**config.mk**
```make
export PLATFORM = sky130hd
export DESIGN_NAME = pfm_pad_function_mux
export DESIGN_NICKNAME = d
export VERILOG_FILES = /design/src/logic/pfm_pkg.sv /design/src/logic/pfm_code_decode.sv /design/src/logic/pfm_strap_sampler.sv /design/src/logic/pfm_pad_function_mux.sv
export SDC_FILE = /design/constraint.sdc
export NUM_CORES = 1
export LEC_CHECK = 0
export ABC_AREA = 1
export BUFFER_PORTS_ARGS = -buffer_cell sky130_fd_sc_hd__buf_2
export CAP_MARGIN = 15
export CORE_ASPECT_RATIO = 0.7
export CORE_MARGIN = 1.5
export CORE_UTILIZATION = 40
export CTS_BUF_LIST = sky130_fd_sc_hd__clkbuf_8
export DETAILED_ROUTE_END_ITERATION = 8
export HOLD_SLACK_MARGIN = 0.02
export PLACE_DENSITY = 0.71
export SLEW_MARGIN = 20
export SYNTH_ARGS = -nofsm -noshare
export SYNTH_HDL_FRONTEND = slang
export SYNTH_HIERARCHICAL = 1
export SYNTH_SLANG_ARGS = --single-unit
```
**constraint.sdc**
```tcl
create_clock -name mclk_i -period 1.9 [get_ports mclk_i]
set_input_delay 0.19 -clock mclk_i [delete_from_list [all_inputs] [get_ports mclk_i]]
set_output_delay 0.19 -clock mclk_i [all_outputs]
set_load 0.01 [all_outputs]
```
**src/logic/pfm_pkg.sv**
```systemverilog
// Constants and types shared by the pad function multiplexer.
package pfm_pkg;
  localparam int NUM_PADS = 21;
  localparam logic [1:0] DRIVE_RESET = 2'h2;
  localparam logic [2:0] CODE_INPUT_OFF = 3'h0;
  localparam logic [2:0] CODE_INPUT_ON = 3'h1;
  localparam logic [2:0] CODE_INPUT_PULLDOWN = 3'h2;
  localparam logic [2:0] CODE_INPUT_PULLUP = 3'h3;
  localparam logic [2:0] CODE_OUTPUT_PULLUP = 3'h4;
  localparam logic [1:0] FUNC_ALT = 2'h0;
  localparam logic [1:0] FUNC_GPIO = 2'h1;
  localparam logic [1:0] FUNC_SPI = 2'h2;
  localparam int DEBUG_CLOCK_PAD = 6;
  localparam int STRAP_LOW_PAD = 8;
  localparam int STRAP_HIGH_PAD = 9;
  localparam logic [NUM_PADS-1:0] FLASH_PAD_MASK = 21'h03F800;
  localparam logic [NUM_PADS-1:0] SPI_PAD_MASK = 21'h0004F4;
  localparam logic [NUM_PADS-1:0] ANALOG_PAD_MASK = 21'h00003F;
  typedef enum logic [2:0] {
    PFM_BOOT_UNKNOWN = 3'b001,
    PFM_BOOT_SPI = 3'b010,
    PFM_BOOT_DOWNLOAD = 3'b100
  } pfm_boot_e;
  function automatic logic [2:0] pfm_reset_code(input int pad);
    case (pad)
      0, 1, 11, 18: pfm_reset_code = CODE_INPUT_OFF;
      9, 12, 13, 14, 15, 16, 17, 19: pfm_reset_code = CODE_INPUT_PULLUP;
      20: pfm_reset_code = CODE_OUTPUT_PULLUP;
      default: pfm_reset_code = CODE_INPUT_ON;
    endcase
  endfunction
endpackage

```
**src/logic/pfm_code_decode.sv**
```systemverilog
// Decoder from a reset configuration code to pad enables.
`timescale 1ns/1ps
`default_nettype none
module pfm_code_decode (
  // Code in
  input wire logic [2:0] code_i,
  // Enables out
  output logic input_enable_o,
  output logic output_enable_o,
  output logic weak_pullup_o,
  output logic weak_pulldown_o
);
  always_comb begin
    input_enable_o = 1'b0;
    output_enable_o = 1'b0;
    weak_pullup_o = 1'b0;
    weak_pulldown_o = 1'b0;
    case (code_i)
      pfm_pkg::CODE_INPUT_OFF: begin
      end
      pfm_pkg::CODE_INPUT_ON: begin
        input_enable_o = 1'b1;
      end
      pfm_pkg::CODE_INPUT_PULLDOWN: begin
        input_enable_o = 1'b1;
        weak_pulldown_o = 1'b1;
      end
      pfm_pkg::CODE_INPUT_PULLUP: begin
        input_enable_o = 1'b1;
        weak_pullup_o = 1'b1;
      end
      pfm_pkg::CODE_OUTPUT_PULLUP: begin
        output_enable_o = 1'b1;
        weak_pullup_o = 1'b1;
      end
      default: begin
      end
    endcase
  end
endmodule
`default_nettype wire

```
**src/logic/pfm_strap_sampler.sv**
```systemverilog
// Boot strap sampler that latches the boot mode at reset release.
`timescale 1ns/1ps
`default_nettype none
module pfm_strap_sampler (
  // Clock and reset
  input wire logic mclk_i,
  input wire logic rstn_i,
  // Strap pads
  input wire logic strap_low_i,
  input wire logic strap_high_i,
  // Result
  output logic [2:0] boot_mode_o,
  output logic boot_valid_o
);
  logic [2:0] mode_reg;
  logic [2:0] mode_next;
  logic taken_reg;
  logic taken_next;
  always_comb begin
    mode_next = mode_reg;
    taken_next = taken_reg;
    if (!taken_reg) begin
      taken_next = 1'b1;
      if (strap_high_i) begin
        mode_next = pfm_pkg::PFM_BOOT_SPI;
      end else if (strap_low_i) begin
        mode_next = pfm_pkg::PFM_BOOT_DOWNLOAD;
      end else begin
        mode_next = pfm_pkg::PFM_BOOT_UNKNOWN;
      end
    end
  end
  always_ff @(posedge mclk_i) begin
    if (!rstn_i) begin
      mode_reg <= pfm_pkg::PFM_BOOT_UNKNOWN;
      taken_reg <= 1'b0;
    end else begin
      mode_reg <= mode_next;
      taken_reg <= taken_next;
    end
  end
  assign boot_mode_o = mode_reg;
  assign boot_valid_o = taken_reg;
endmodule
`default_nettype wire

```
**src/logic/pfm_pad_function_mux.sv**
```systemverilog
// Pad configuration and function multiplexer for the general-purpose pads.
`timescale 1ns/1ps
`default_nettype none
module pfm_pad_function_mux (
  // Clock and reset
  input wire logic mclk_i,
  input wire logic rstn_i,
  // Fuse and part options
  input wire logic debug_pad_disable_fuse_i,
  input wire logic flash_present_i,
  // Software configuration write port
  input wire logic cfg_write_i,
  input wire logic [4:0] cfg_pad_i,
  input wire logic [1:0] cfg_function_i,
  input wire logic [1:0] cfg_drive_i,
  input wire logic cfg_input_enable_i,
  input wire logic cfg_output_enable_i,
  input wire logic cfg_weak_pullup_i,
  input wire logic cfg_weak_pulldown_i,
  input wire logic cfg_spi_direct_i,
  // Peripheral sources per pad
  input wire logic [20:0] gpio_out_i,
  input wire logic [20:0] alt_out_i,
  input wire logic [20:0] matrix_spi_out_i,
  input wire logic spi_controller_mosi_i,
  input wire logic spi_controller_clock_i,
  input wire logic spi_controller_select_i,
  input wire logic spi_controller_hold_i,
  input wire logic spi_controller_protect_i,
  // Pad inputs
  input wire logic [20:0] pad_in_i,
  // Pad controls
  output logic [20:0] pad_out_o,
  output logic [20:0] pad_oe_n_o,
  output logic [20:0] input_enable_o,
  output logic [20:0] weak_pullup_o,
  output logic [20:0] weak_pulldown_o,
  output logic [41:0] drive_o,
  output logic [41:0] function_o,
  // Inputs to peripherals
  output logic [20:0] gpio_in_o,
  output logic spi_controller_miso_o,
  output logic [4:0] converter_one_channel_o,
  output logic converter_two_channel_zero_o,
  // Boot
  output logic [2:0] boot_mode_o,
  output logic boot_valid_o
);
  localparam int N = pfm_pkg::NUM_PADS;
  logic [N-1:0] rst_ie, rst_oe, rst_pu, rst_pd;
  logic [1:0] func_reg [N];
  logic [1:0] func_next [N];
  logic [1:0] drive_reg [N];
  logic [1:0] drive_next [N];
  logic [N-1:0] ie_reg, ie_next, oe_reg, oe_next, pu_reg, pu_next, pd_reg, pd_next;
  logic [N-1:0] out_reg, out_next, gin_reg, gin_next;
  logic [N-1:0] oen_reg, oen_next;
  logic spi_direct_reg, spi_direct_next;
  logic miso_reg, miso_next;
  logic [4:0] adc1_reg, adc1_next;
  logic adc2_reg, adc2_next;
  logic [2:0] boot_mode_w;
  logic boot_valid_w;
  logic [2:0] boot_reg;
  logic bvalid_reg;
  logic [N-1:0] spi_src;

  ////////////////////////////////////////////////////////////////////////////
  genvar g;
  generate
    for (g = 0; g < N; g++) begin : gen_pad
      logic pu_tab;
      pfm_code_decode u_dec (
        .code_i(pfm_pkg::pfm_reset_code(g)),
        .input_enable_o(rst_ie[g]),
        .output_enable_o(rst_oe[g]),
        .weak_pullup_o(pu_tab),
        .weak_pulldown_o(rst_pd[g])
      );
      if (g == pfm_pkg::DEBUG_CLOCK_PAD) begin : gen_dbg
        assign rst_pu[g] = !debug_pad_disable_fuse_i;
      end else begin : gen_std
        assign rst_pu[g] = pu_tab;
      end
    end
  endgenerate

  // Direct multiplexer sources for function 2 by pad.
  always_comb begin
    spi_src = '0;
    spi_src[4] = spi_controller_hold_i;
    spi_src[5] = spi_controller_protect_i;
    spi_src[6] = spi_controller_clock_i;
    spi_src[7] = spi_controller_mosi_i;
    spi_src[10] = spi_controller_select_i;
  end

  ////////////////////////////////////////////////////////////////////////////
  // writable pad controls
  always_comb begin
    for (int i = 0; i < N; i++) begin
      func_next[i] = func_reg[i];
      drive_next[i] = drive_reg[i];
    end
    ie_next = ie_reg;
    oe_next = oe_reg;
    pu_next = pu_reg;
    pd_next = pd_reg;
    spi_direct_next = cfg_write_i ? cfg_spi_direct_i : spi_direct_reg;
    if (cfg_write_i && (cfg_pad_i < 5'(N))) begin
      func_next[cfg_pad_i] = cfg_function_i;
      if (flash_present_i && pfm_pkg::FLASH_PAD_MASK[cfg_pad_i]) begin
        func_next[cfg_pad_i] = pfm_pkg::FUNC_ALT;
      end
      // function 2 only on SPI pads
      if (cfg_function_i == pfm_pkg::FUNC_SPI && !pfm_pkg::SPI_PAD_MASK[cfg_pad_i]) begin
        func_next[cfg_pad_i] = func_reg[cfg_pad_i];
      end
      drive_next[cfg_pad_i] = cfg_drive_i;
      ie_next[cfg_pad_i] = cfg_input_enable_i;
      oe_next[cfg_pad_i] = cfg_output_enable_i;
      pu_next[cfg_pad_i] = cfg_weak_pullup_i;
      pd_next[cfg_pad_i] = cfg_weak_pulldown_i;
    end
    oen_next = ~oe_next;
  end

  // Output routing through the selected function; GPIO and SPI receive inputs gated by input enable.
  always_comb begin
    out_next = '0;
    gin_next = '0;
    for (int i = 0; i < N; i++) begin
      case (func_reg[i])
        pfm_pkg::FUNC_GPIO: out_next[i] = gpio_out_i[i];
        pfm_pkg::FUNC_SPI: out_next[i] = spi_direct_reg ? spi_src[i] : matrix_spi_out_i[i];
        default: out_next[i] = alt_out_i[i];
      endcase
      gin_next[i] = ie_reg[i] & pad_in_i[i];
    end
    miso_next = (func_reg[2] == pfm_pkg::FUNC_SPI) & ie_reg[2] & pad_in_i[2];
    adc1_next = pad_in_i[4:0] & pfm_pkg::ANALOG_PAD_MASK[4:0];
    adc2_next = pad_in_i[5] & pfm_pkg::ANALOG_PAD_MASK[5];
  end

  ////////////////////////////////////////////////////////////////////////////
  always_ff @(posedge mclk_i) begin
    if (!rstn_i) begin
      for (int i = 0; i < N; i++) begin
        func_reg[i] <= pfm_pkg::FUNC_ALT;
        drive_reg[i] <= pfm_pkg::DRIVE_RESET;
      end
      ie_reg <= rst_ie;
      oe_reg <= rst_oe;
      oen_reg <= ~rst_oe;
      pu_reg <= rst_pu;
      pd_reg <= rst_pd;
      out_reg <= '0;
      gin_reg <= '0;
      spi_direct_reg <= 1'b0;
      miso_reg <= 1'b0;
      adc1_reg <= '0;
      adc2_reg <= 1'b0;
      boot_reg <= pfm_pkg::PFM_BOOT_UNKNOWN;
      bvalid_reg <= 1'b0;
    end else begin
      for (int i = 0; i < N; i++) begin
        func_reg[i] <= func_next[i];
        drive_reg[i] <= drive_next[i];
      end
      ie_reg <= ie_next;
      oe_reg <= oe_next;
      oen_reg <= oen_next;
      pu_reg <= pu_next;
      pd_reg <= pd_next;
      out_reg <= out_next;
      gin_reg <= gin_next;
      spi_direct_reg <= spi_direct_next;
      miso_reg <= miso_next;
      adc1_reg <= adc1_next;
      adc2_reg <= adc2_next;
      boot_reg <= boot_mode_w;
      bvalid_reg <= boot_valid_w;
    end
  end

  // Boot strap sampler on pads 8 and 9.
  pfm_strap_sampler u_strap (
    .mclk_i(mclk_i),
    .rstn_i(rstn_i),
    .strap_low_i(pad_in_i[pfm_pkg::STRAP_LOW_PAD]),
    .strap_high_i(pad_in_i[pfm_pkg::STRAP_HIGH_PAD]),
    .boot_mode_o(boot_mode_w),
    .boot_valid_o(boot_valid_w)
  );

  always_comb begin
    for (int i = 0; i < N; i++) begin
      drive_o[2*i +: 2] = drive_reg[i];
      function_o[2*i +: 2] = func_reg[i];
    end
  end
  assign pad_out_o = out_reg;
  assign pad_oe_n_o = oen_reg;
  assign input_enable_o = ie_reg;
  assign weak_pullup_o = pu_reg;
  assign weak_pulldown_o = pd_reg;
  assign gpio_in_o = gin_reg;
  assign spi_controller_miso_o = miso_reg;
  assign converter_one_channel_o = adc1_reg;
  assign converter_two_channel_zero_o = adc2_reg;
  assign boot_mode_o = boot_reg;
  assign boot_valid_o = bvalid_reg;

  ////////////////////////////////////////////////////////////////////////////
  property p_reset_drive;
    @(posedge mclk_i) !rstn_i |=> drive_o == {21{2'h2}};
  endproperty
  a_reset_drive: assert property (p_reset_drive) else $error("drive not 2 after reset");
  property p_reset_cfg;
    @(posedge mclk_i) !rstn_i |=> ie_reg == 21'h0BF7FC && pd_reg == 21'h0 && oe_reg == 21'h100000;
  endproperty
  a_reset_cfg: assert property (p_reset_cfg) else $error("reset config wrong");
  property p_reset_pu;
    @(posedge mclk_i) !rstn_i |=> (pu_reg & 21'h1FFFBF) == 21'h1BF200;
  endproperty
  a_reset_pu: assert property (p_reset_pu) else $error("reset pull-up wrong");
  property p_fuse_set;
    @(posedge mclk_i) !rstn_i && debug_pad_disable_fuse_i |=> !pu_reg[6] && ie_reg[6];
  endproperty
  a_fuse_set: assert property (p_fuse_set) else $error("debug clock pad pulled");
  property p_fuse_clr;
    @(posedge mclk_i) !rstn_i && !debug_pad_disable_fuse_i |=> pu_reg[6] && ie_reg[6];
  endproperty
  a_fuse_clr: assert property (p_fuse_clr) else $error("debug clock pad not pulled");
  property p_flash_fixed;
    @(posedge mclk_i) disable iff (!rstn_i)
      cfg_write_i && flash_present_i && cfg_pad_i >= 5'd11 && cfg_pad_i <= 5'd17
      |=> func_reg[$past(cfg_pad_i)] == 2'h0;
  endproperty
  a_flash_fixed: assert property (p_flash_fixed) else $error("flash pad left function 0");
  property p_spi_pads;
    @(posedge mclk_i) disable iff (!rstn_i)
      cfg_write_i && cfg_function_i == 2'h2 && cfg_pad_i == 5'd3 |=> func_reg[3] != 2'h2;
  endproperty
  a_spi_pads: assert property (p_spi_pads) else $error("SPI function on wrong pad");
  property p_write_drive;
    @(posedge mclk_i) disable iff (!rstn_i)
      cfg_write_i && cfg_pad_i == 5'd0 |=> drive_o[1:0] == $past(cfg_drive_i);
  endproperty
  a_write_drive: assert property (p_write_drive) else $error("drive write lost");
  property p_boot_spi;
    @(posedge mclk_i) disable iff (!rstn_i)
      $rose(bvalid_reg) && $past(pad_in_i[9], 2) |-> boot_reg == 3'b010;
  endproperty
  a_boot_spi: assert property (p_boot_spi) else $error("boot mode not SPI");
  property p_oe_n_write;
    @(posedge mclk_i) disable iff (!rstn_i)
      cfg_write_i && cfg_pad_i == 5'd20 |=> pad_oe_n_o[20] == !$past(cfg_output_enable_i);
  endproperty
  a_oe_n_write: assert property (p_oe_n_write) else $error("oe_n wrong");
  property p_gpio_in;
    @(posedge mclk_i) disable iff (!rstn_i)
      1'b1 |=> gpio_in_o == ($past(ie_reg) & $past(pad_in_i));
  endproperty
  a_gpio_in: assert property (p_gpio_in) else $error("input gating wrong");
  property p_analog;
    @(posedge mclk_i) disable iff (!rstn_i)
      1'b1 |=> converter_one_channel_o == $past(pad_in_i[4:0])
        && converter_two_channel_zero_o == $past(pad_in_i[5]);
  endproperty
  a_analog: assert property (p_analog) else $error("converter input wrong");
  property p_miso;
    @(posedge mclk_i) disable iff (!rstn_i)
      1'b1 |=> spi_controller_miso_o
        == ($past(func_reg[2] == 2'h2) && $past(ie_reg[2] && pad_in_i[2]));
  endproperty
  a_miso: assert property (p_miso) else $error("receive line wrong");
  property p_spi_direct;
    @(posedge mclk_i) disable iff (!rstn_i)
      spi_direct_reg && func_reg[7] == 2'h2 |=> pad_out_o[7] == $past(spi_controller_mosi_i);
  endproperty
  a_spi_direct: assert property (p_spi_direct) else $error("direct SPI route wrong");
  property p_gpio_out;
    @(posedge mclk_i) disable iff (!rstn_i)
      func_reg[0] == 2'h1 |=> pad_out_o[0] == $past(gpio_out_i[0]);
  endproperty
  a_gpio_out: assert property (p_gpio_out) else $error("GPIO route wrong");
  property p_drive_hold;
    @(posedge mclk_i) disable iff (!rstn_i)
      !cfg_write_i |=> drive_o == $past(drive_o);
  endproperty
  a_drive_hold: assert property (p_drive_hold) else $error("drive changed unwritten");
  property p_refused_pad;
    @(posedge mclk_i) disable iff (!rstn_i)
      cfg_write_i && cfg_pad_i > 5'd20 |=> function_o == $past(function_o);
  endproperty
  a_refused_pad: assert property (p_refused_pad) else $error("bad pad index written");
endmodule
`default_nettype wire

```
# == Yosys cells after proc, flatten, opt, wreduce, memory -nomap -nowiden ==
# Memories as Yosys holds them, arrays and structs flattened.
# Cells that the tools add are included.
# classes
n_addsub,0
multipliers,0
n_div,0
order_cmp,5
n_eq_ne,44
shift,0
mux,109
n_bitwise,69
reduce_logical,7
# ops
operator,count
42-bit 2-to-1 mux,5
42-bit bitwise mux,3
2-bit 2-to-1 mux,43
21-bit bitwise mux,4
"2-bit == test, second input constant",22
42-bit AND,1
"2-bit by 1-bit == test with 1-bit output, second input constant",21
42-bit NOT,1
1-bit OR,42
1-bit case mux with 2 select lines,21
1-bit 2-to-1 mux,26
1-bit AND,23
21-bit 2-to-1 mux,1
21-bit NOT,1
7-bit 2-to-1 mux,2
2-bit demux with 5-bit select,1
"6-bit greater-or-equal comparator, second input constant",1
"5-bit by 6-bit less-than comparator with 1-bit output, second input constant",1
"6-bit by 1-bit less-than comparator with 1-bit output, second input constant",1
3-bit 2-to-1 mux,2
5-bit NOT with 6-bit output,1
1-bit demux with 5-bit select,1
"5-bit by 1-bit greater-or-equal comparator with 1-bit output, second input constant",1
1-bit logical AND,5
other kinds (3),4
# word_totals
regBits,163
latchBits,0
ram_bits,84
mem_bits_ro,64
in_bits,108
out_inout_bits,221
memories,4
# memory_table
name,depth,word_bits,read_ports,rd_clocked_by_memory_dff,wr,line,source
drive_reg,21,2,21,0,21,pfm_pad_function_mux.sv:53,logic [1:0] drive_reg [N];
func_reg,21,2,22,0,21,pfm_pad_function_mux.sv:51,logic [1:0] func_reg [N];
(name not given),32,1,1,0,0,pfm_pad_function_mux.sv:116,if (cfg_function_i == pfm_pkg::FUNC_SPI && !pfm_pkg::SPI_PAD_MASK[cfg_pad_i]) begin
(name not given),32,1,1,0,0,pfm_pad_function_mux.sv:112,if (flash_present_i && pfm_pkg::FLASH_PAD_MASK[cfg_pad_i]) begin

# == Depth between registers and ports, before layout ==
# depth
word_depth,13
depth_mapped,13
mapped_depth_nobuf,11

# == Cells and area by module ==
# Netlist, hierarchy kept.
# modules_own_cells
module,n_inst,cells_each,area_per_inst_um2,seq_area_each_um2
pfm_pad_function_mux,1,1495,11421.0,5495.3
pfm_code_decode,21,9,37.5,0.0
pfm_strap_sampler,1,16,135.1,80.1

# == Worst setup path after synthesis ==
# No wires, ideal clock.
# synth_path
path_type,input to register
startpoint,input cfg_pad_i[1]
endpoint,"register ie_reg[19], in the netlist input_enable_o[19] (enable)"
setup_time_ns,0.303
t_arrival_ns,1.168
required_time_ns,1.597
path_slack_ns,0.429
stages,9
path_buffers,2
path_cell_list,buf_4 -> nor2_8 -> o21ai_4 -> nand2_4 -> nand2_4 -> buf_8 -> nor2_2 -> inv_2 -> nand2_1
# synth_between
elab_chain_len,2
# synth_rtl
element,line,source
from (decl),pfm_pad_function_mux.sv:13,"input wire logic [4:0] cfg_pad_i,"
5-bit less-than comparator,pfm_pad_function_mux.sv:110,if (cfg_write_i && (cfg_pad_i < 5'(N))) begin
1-bit logical AND,pfm_pad_function_mux.sv:110,
to (signal assigned),pfm_pad_function_mux.sv:152,ie_reg <= rst_ie;
to (signal assigned),pfm_pad_function_mux.sv:170,ie_reg <= ie_next;
to (decl),pfm_pad_function_mux.sv:55,"logic [N-1:0] ie_reg, ie_next, oe_reg, oe_next, pu_reg, pu_next, pd_reg, pd_next;"
# No other way between the ends.
# A chain may end at the register's enable or synchronous reset.

==> impl_metrics.ini <==
[status]
status = completed

[critical_path]
worst-path-max-fanout = 5
worstSetupPathType = flop to flop
cp.arrival_ns = 2.27
end_kind = flop
cp.required_ns = 2.36
critPathLaunchType = flop

[clocking]
clk_pin_slew_ns = 0.07
root_buffer = clkbuf_8
htree_levels = 2
numCtsBuffers = 42
cts_tree = built
cts_sinks = 247
clock_latency_ns = 0.57
clock_path_buffers = 3

[power_and_ir_drop]
powerDensity_nw_per_um2 = 751
p_leak_nw = 8.13
peakVddDrop_uv = 448

[drt]
drc = 0
first_iter_violations = 1097
postRouteAntennaNets = 0
routed_via_density = 4.64
drtPass1Iterations = 6
via_count = 12800
totalWireLength_um = 42600
wl_met1_um = 19500
avgRoutedWirePerCell_um = 15.4
met2_length_um = 18200
met3_length_um = 3770
routed.top_layer = met4

[grt]
overflow = 0
grt_start_max_net_pins = 47
grt_pass1_wl_um = 63300
grt_pass1_vias = 11700
antenna_found_initial = 0
grt.total_usage_pct = 26.0

[final_layout]
post-route-util_pct = 56.1
syn_to_final_growth_pct = 37.1
n_fill_cell = 2821
fin_nets = 2467
layout-drive-gt1-share_pct = 24.8
final_cells = 2761
antenna_cells = 0

[floorplanning]
die_w_um = 213
num_rows = 53
start_util_pct = 40.9
io-pin-count = 329
die_area_um2 = 31900
dieHeight_um = 150
core_area_um2 = 30200

[sta]
fin_crit_ns = 1.81
finClkSkew_ns = 0.0258
fmax_ghz = 0.554
setup-violations-final = 0
tightestPinTransition_ns = 0.613
drv_slew = 0
hold_viol_final = 0
slew_headroom_pct = 59.2
rsz0062_at_grt = no
finalCritPeriodShare_pct = 95.0
fin_ws_ns = 0.0950

[hold_path]
hp-class = primary input to flop

[synth]
yosysWarnings = 6
synth_cells = 1698
synth_area_um2 = 12300
avgSynthCellArea_um2 = 7.26

[place]
numPortBuffers = 328
gp_congestion = 0.972
dpl_worst_slack_ns = -0.0164
dpl.hpwl_um = 31600
dp_cells = 2624

[job]
maxCapViolCount = 0
-- cell usage in the layout (no fill, tap or decap), types with 4 or more instances in the layout --
master / n
nand3_1: 79
nor2_1: 164
dfxtp_1: 183
inv_2: 24
inv_1: 170
nor2_4: 11
conb_1: 187
clkinv_2: 7
nand4_1: 9
buf_2: 327
edfxtp_1: 63
o21ai_0: 129
ha_1: 42
buf_12: 4
dlygate4sd3_1: 61
nand2_1: 580
o21ai_1: 21
o21a_1: 5
a21oi_2: 11
nor2_2: 35
o21ai_2: 12
buf_4: 63
clkbuf_8: 55
nand2_2: 16
a21oi_1: 66
-- critical path, stage by stage (launching register included) --
cell and delay [ns]:
dfxtp_1 0.42, inv_1 0.09, ha_1 0.30, nand3_1 0.12
a21oi_1 0.06, a21oi_1 0.10, dlygate4sd3_1 0.56, nor2_1 0.04
-- layer usage --
| layer | GRT usage (%) | vias to the layer above |
|---|---|---|
| met5 | 0 | - |
| met4 | 9.11 | 0 |
| met3 | 5.44 | 66 |
| met2 | 39.1 | 543 |
| met1 | 36.8 | 5810 |
| li1 | - | 6389 |
-- stage by stage --
stage	total power [mW]	area (um^2)	hold slack, ns	TNS [ns]
2_1_floorplan	6.71	13000	0.218	0
3_3_place_gp	7.34	15400	0.389	0
3_5_place_dp	7.35	15400	0.397	-0.0305
4_1_cts	12.8	16900	0.0207	0
5_1_grt	13.2	16900	0.0458	0
6_report	12.7	16900	0.0484	0
-- power by group --
part	total (mW)	internal, mW	switching (mW)
Sequential	5.79	5.65	0.131
Clock	5.31	3.01	2.30
Combinational	1.61	0.592	1.02
Total	12.7	9.25	3.45
-- final timing paths --
path                                             start              to  slack [ns]  depth (start not counted)
worst min-delay path                     gpio_out_i[3]    pad_out_o[3]        0.05                          5
worst max-delay path                    func_reg[2][0]    pad_out_o[2]        0.09                          7
worst min register to register  u_strap/boot_mode_o[2]  boot_mode_o[2]        0.45                          2
worst max register to register          func_reg[2][0]    pad_out_o[2]        0.09                          7
-- cell type report --
cell class	count	area [um^2]	share of cell area [%]
Timing Repair Buffer	455	2800	16.6
Tap cell	412	515	3.05
Inverter	191	729	4.31
Clock inverter	21	170	1.01
Clock buffer	55	757	4.48
Sequential cell	247	5580	33.0
Multi-Input combinational cell	1380	6360	37.6
-- timing repair --
item	in CTS	in global routing
setup endpoints to repair	0	1
gates resized for setup	0	1
buffers inserted	0	0
hold buffers	61	0
hold endpoints to repair	61	0
Note: power is estimated with default switching activity, not from simulation.
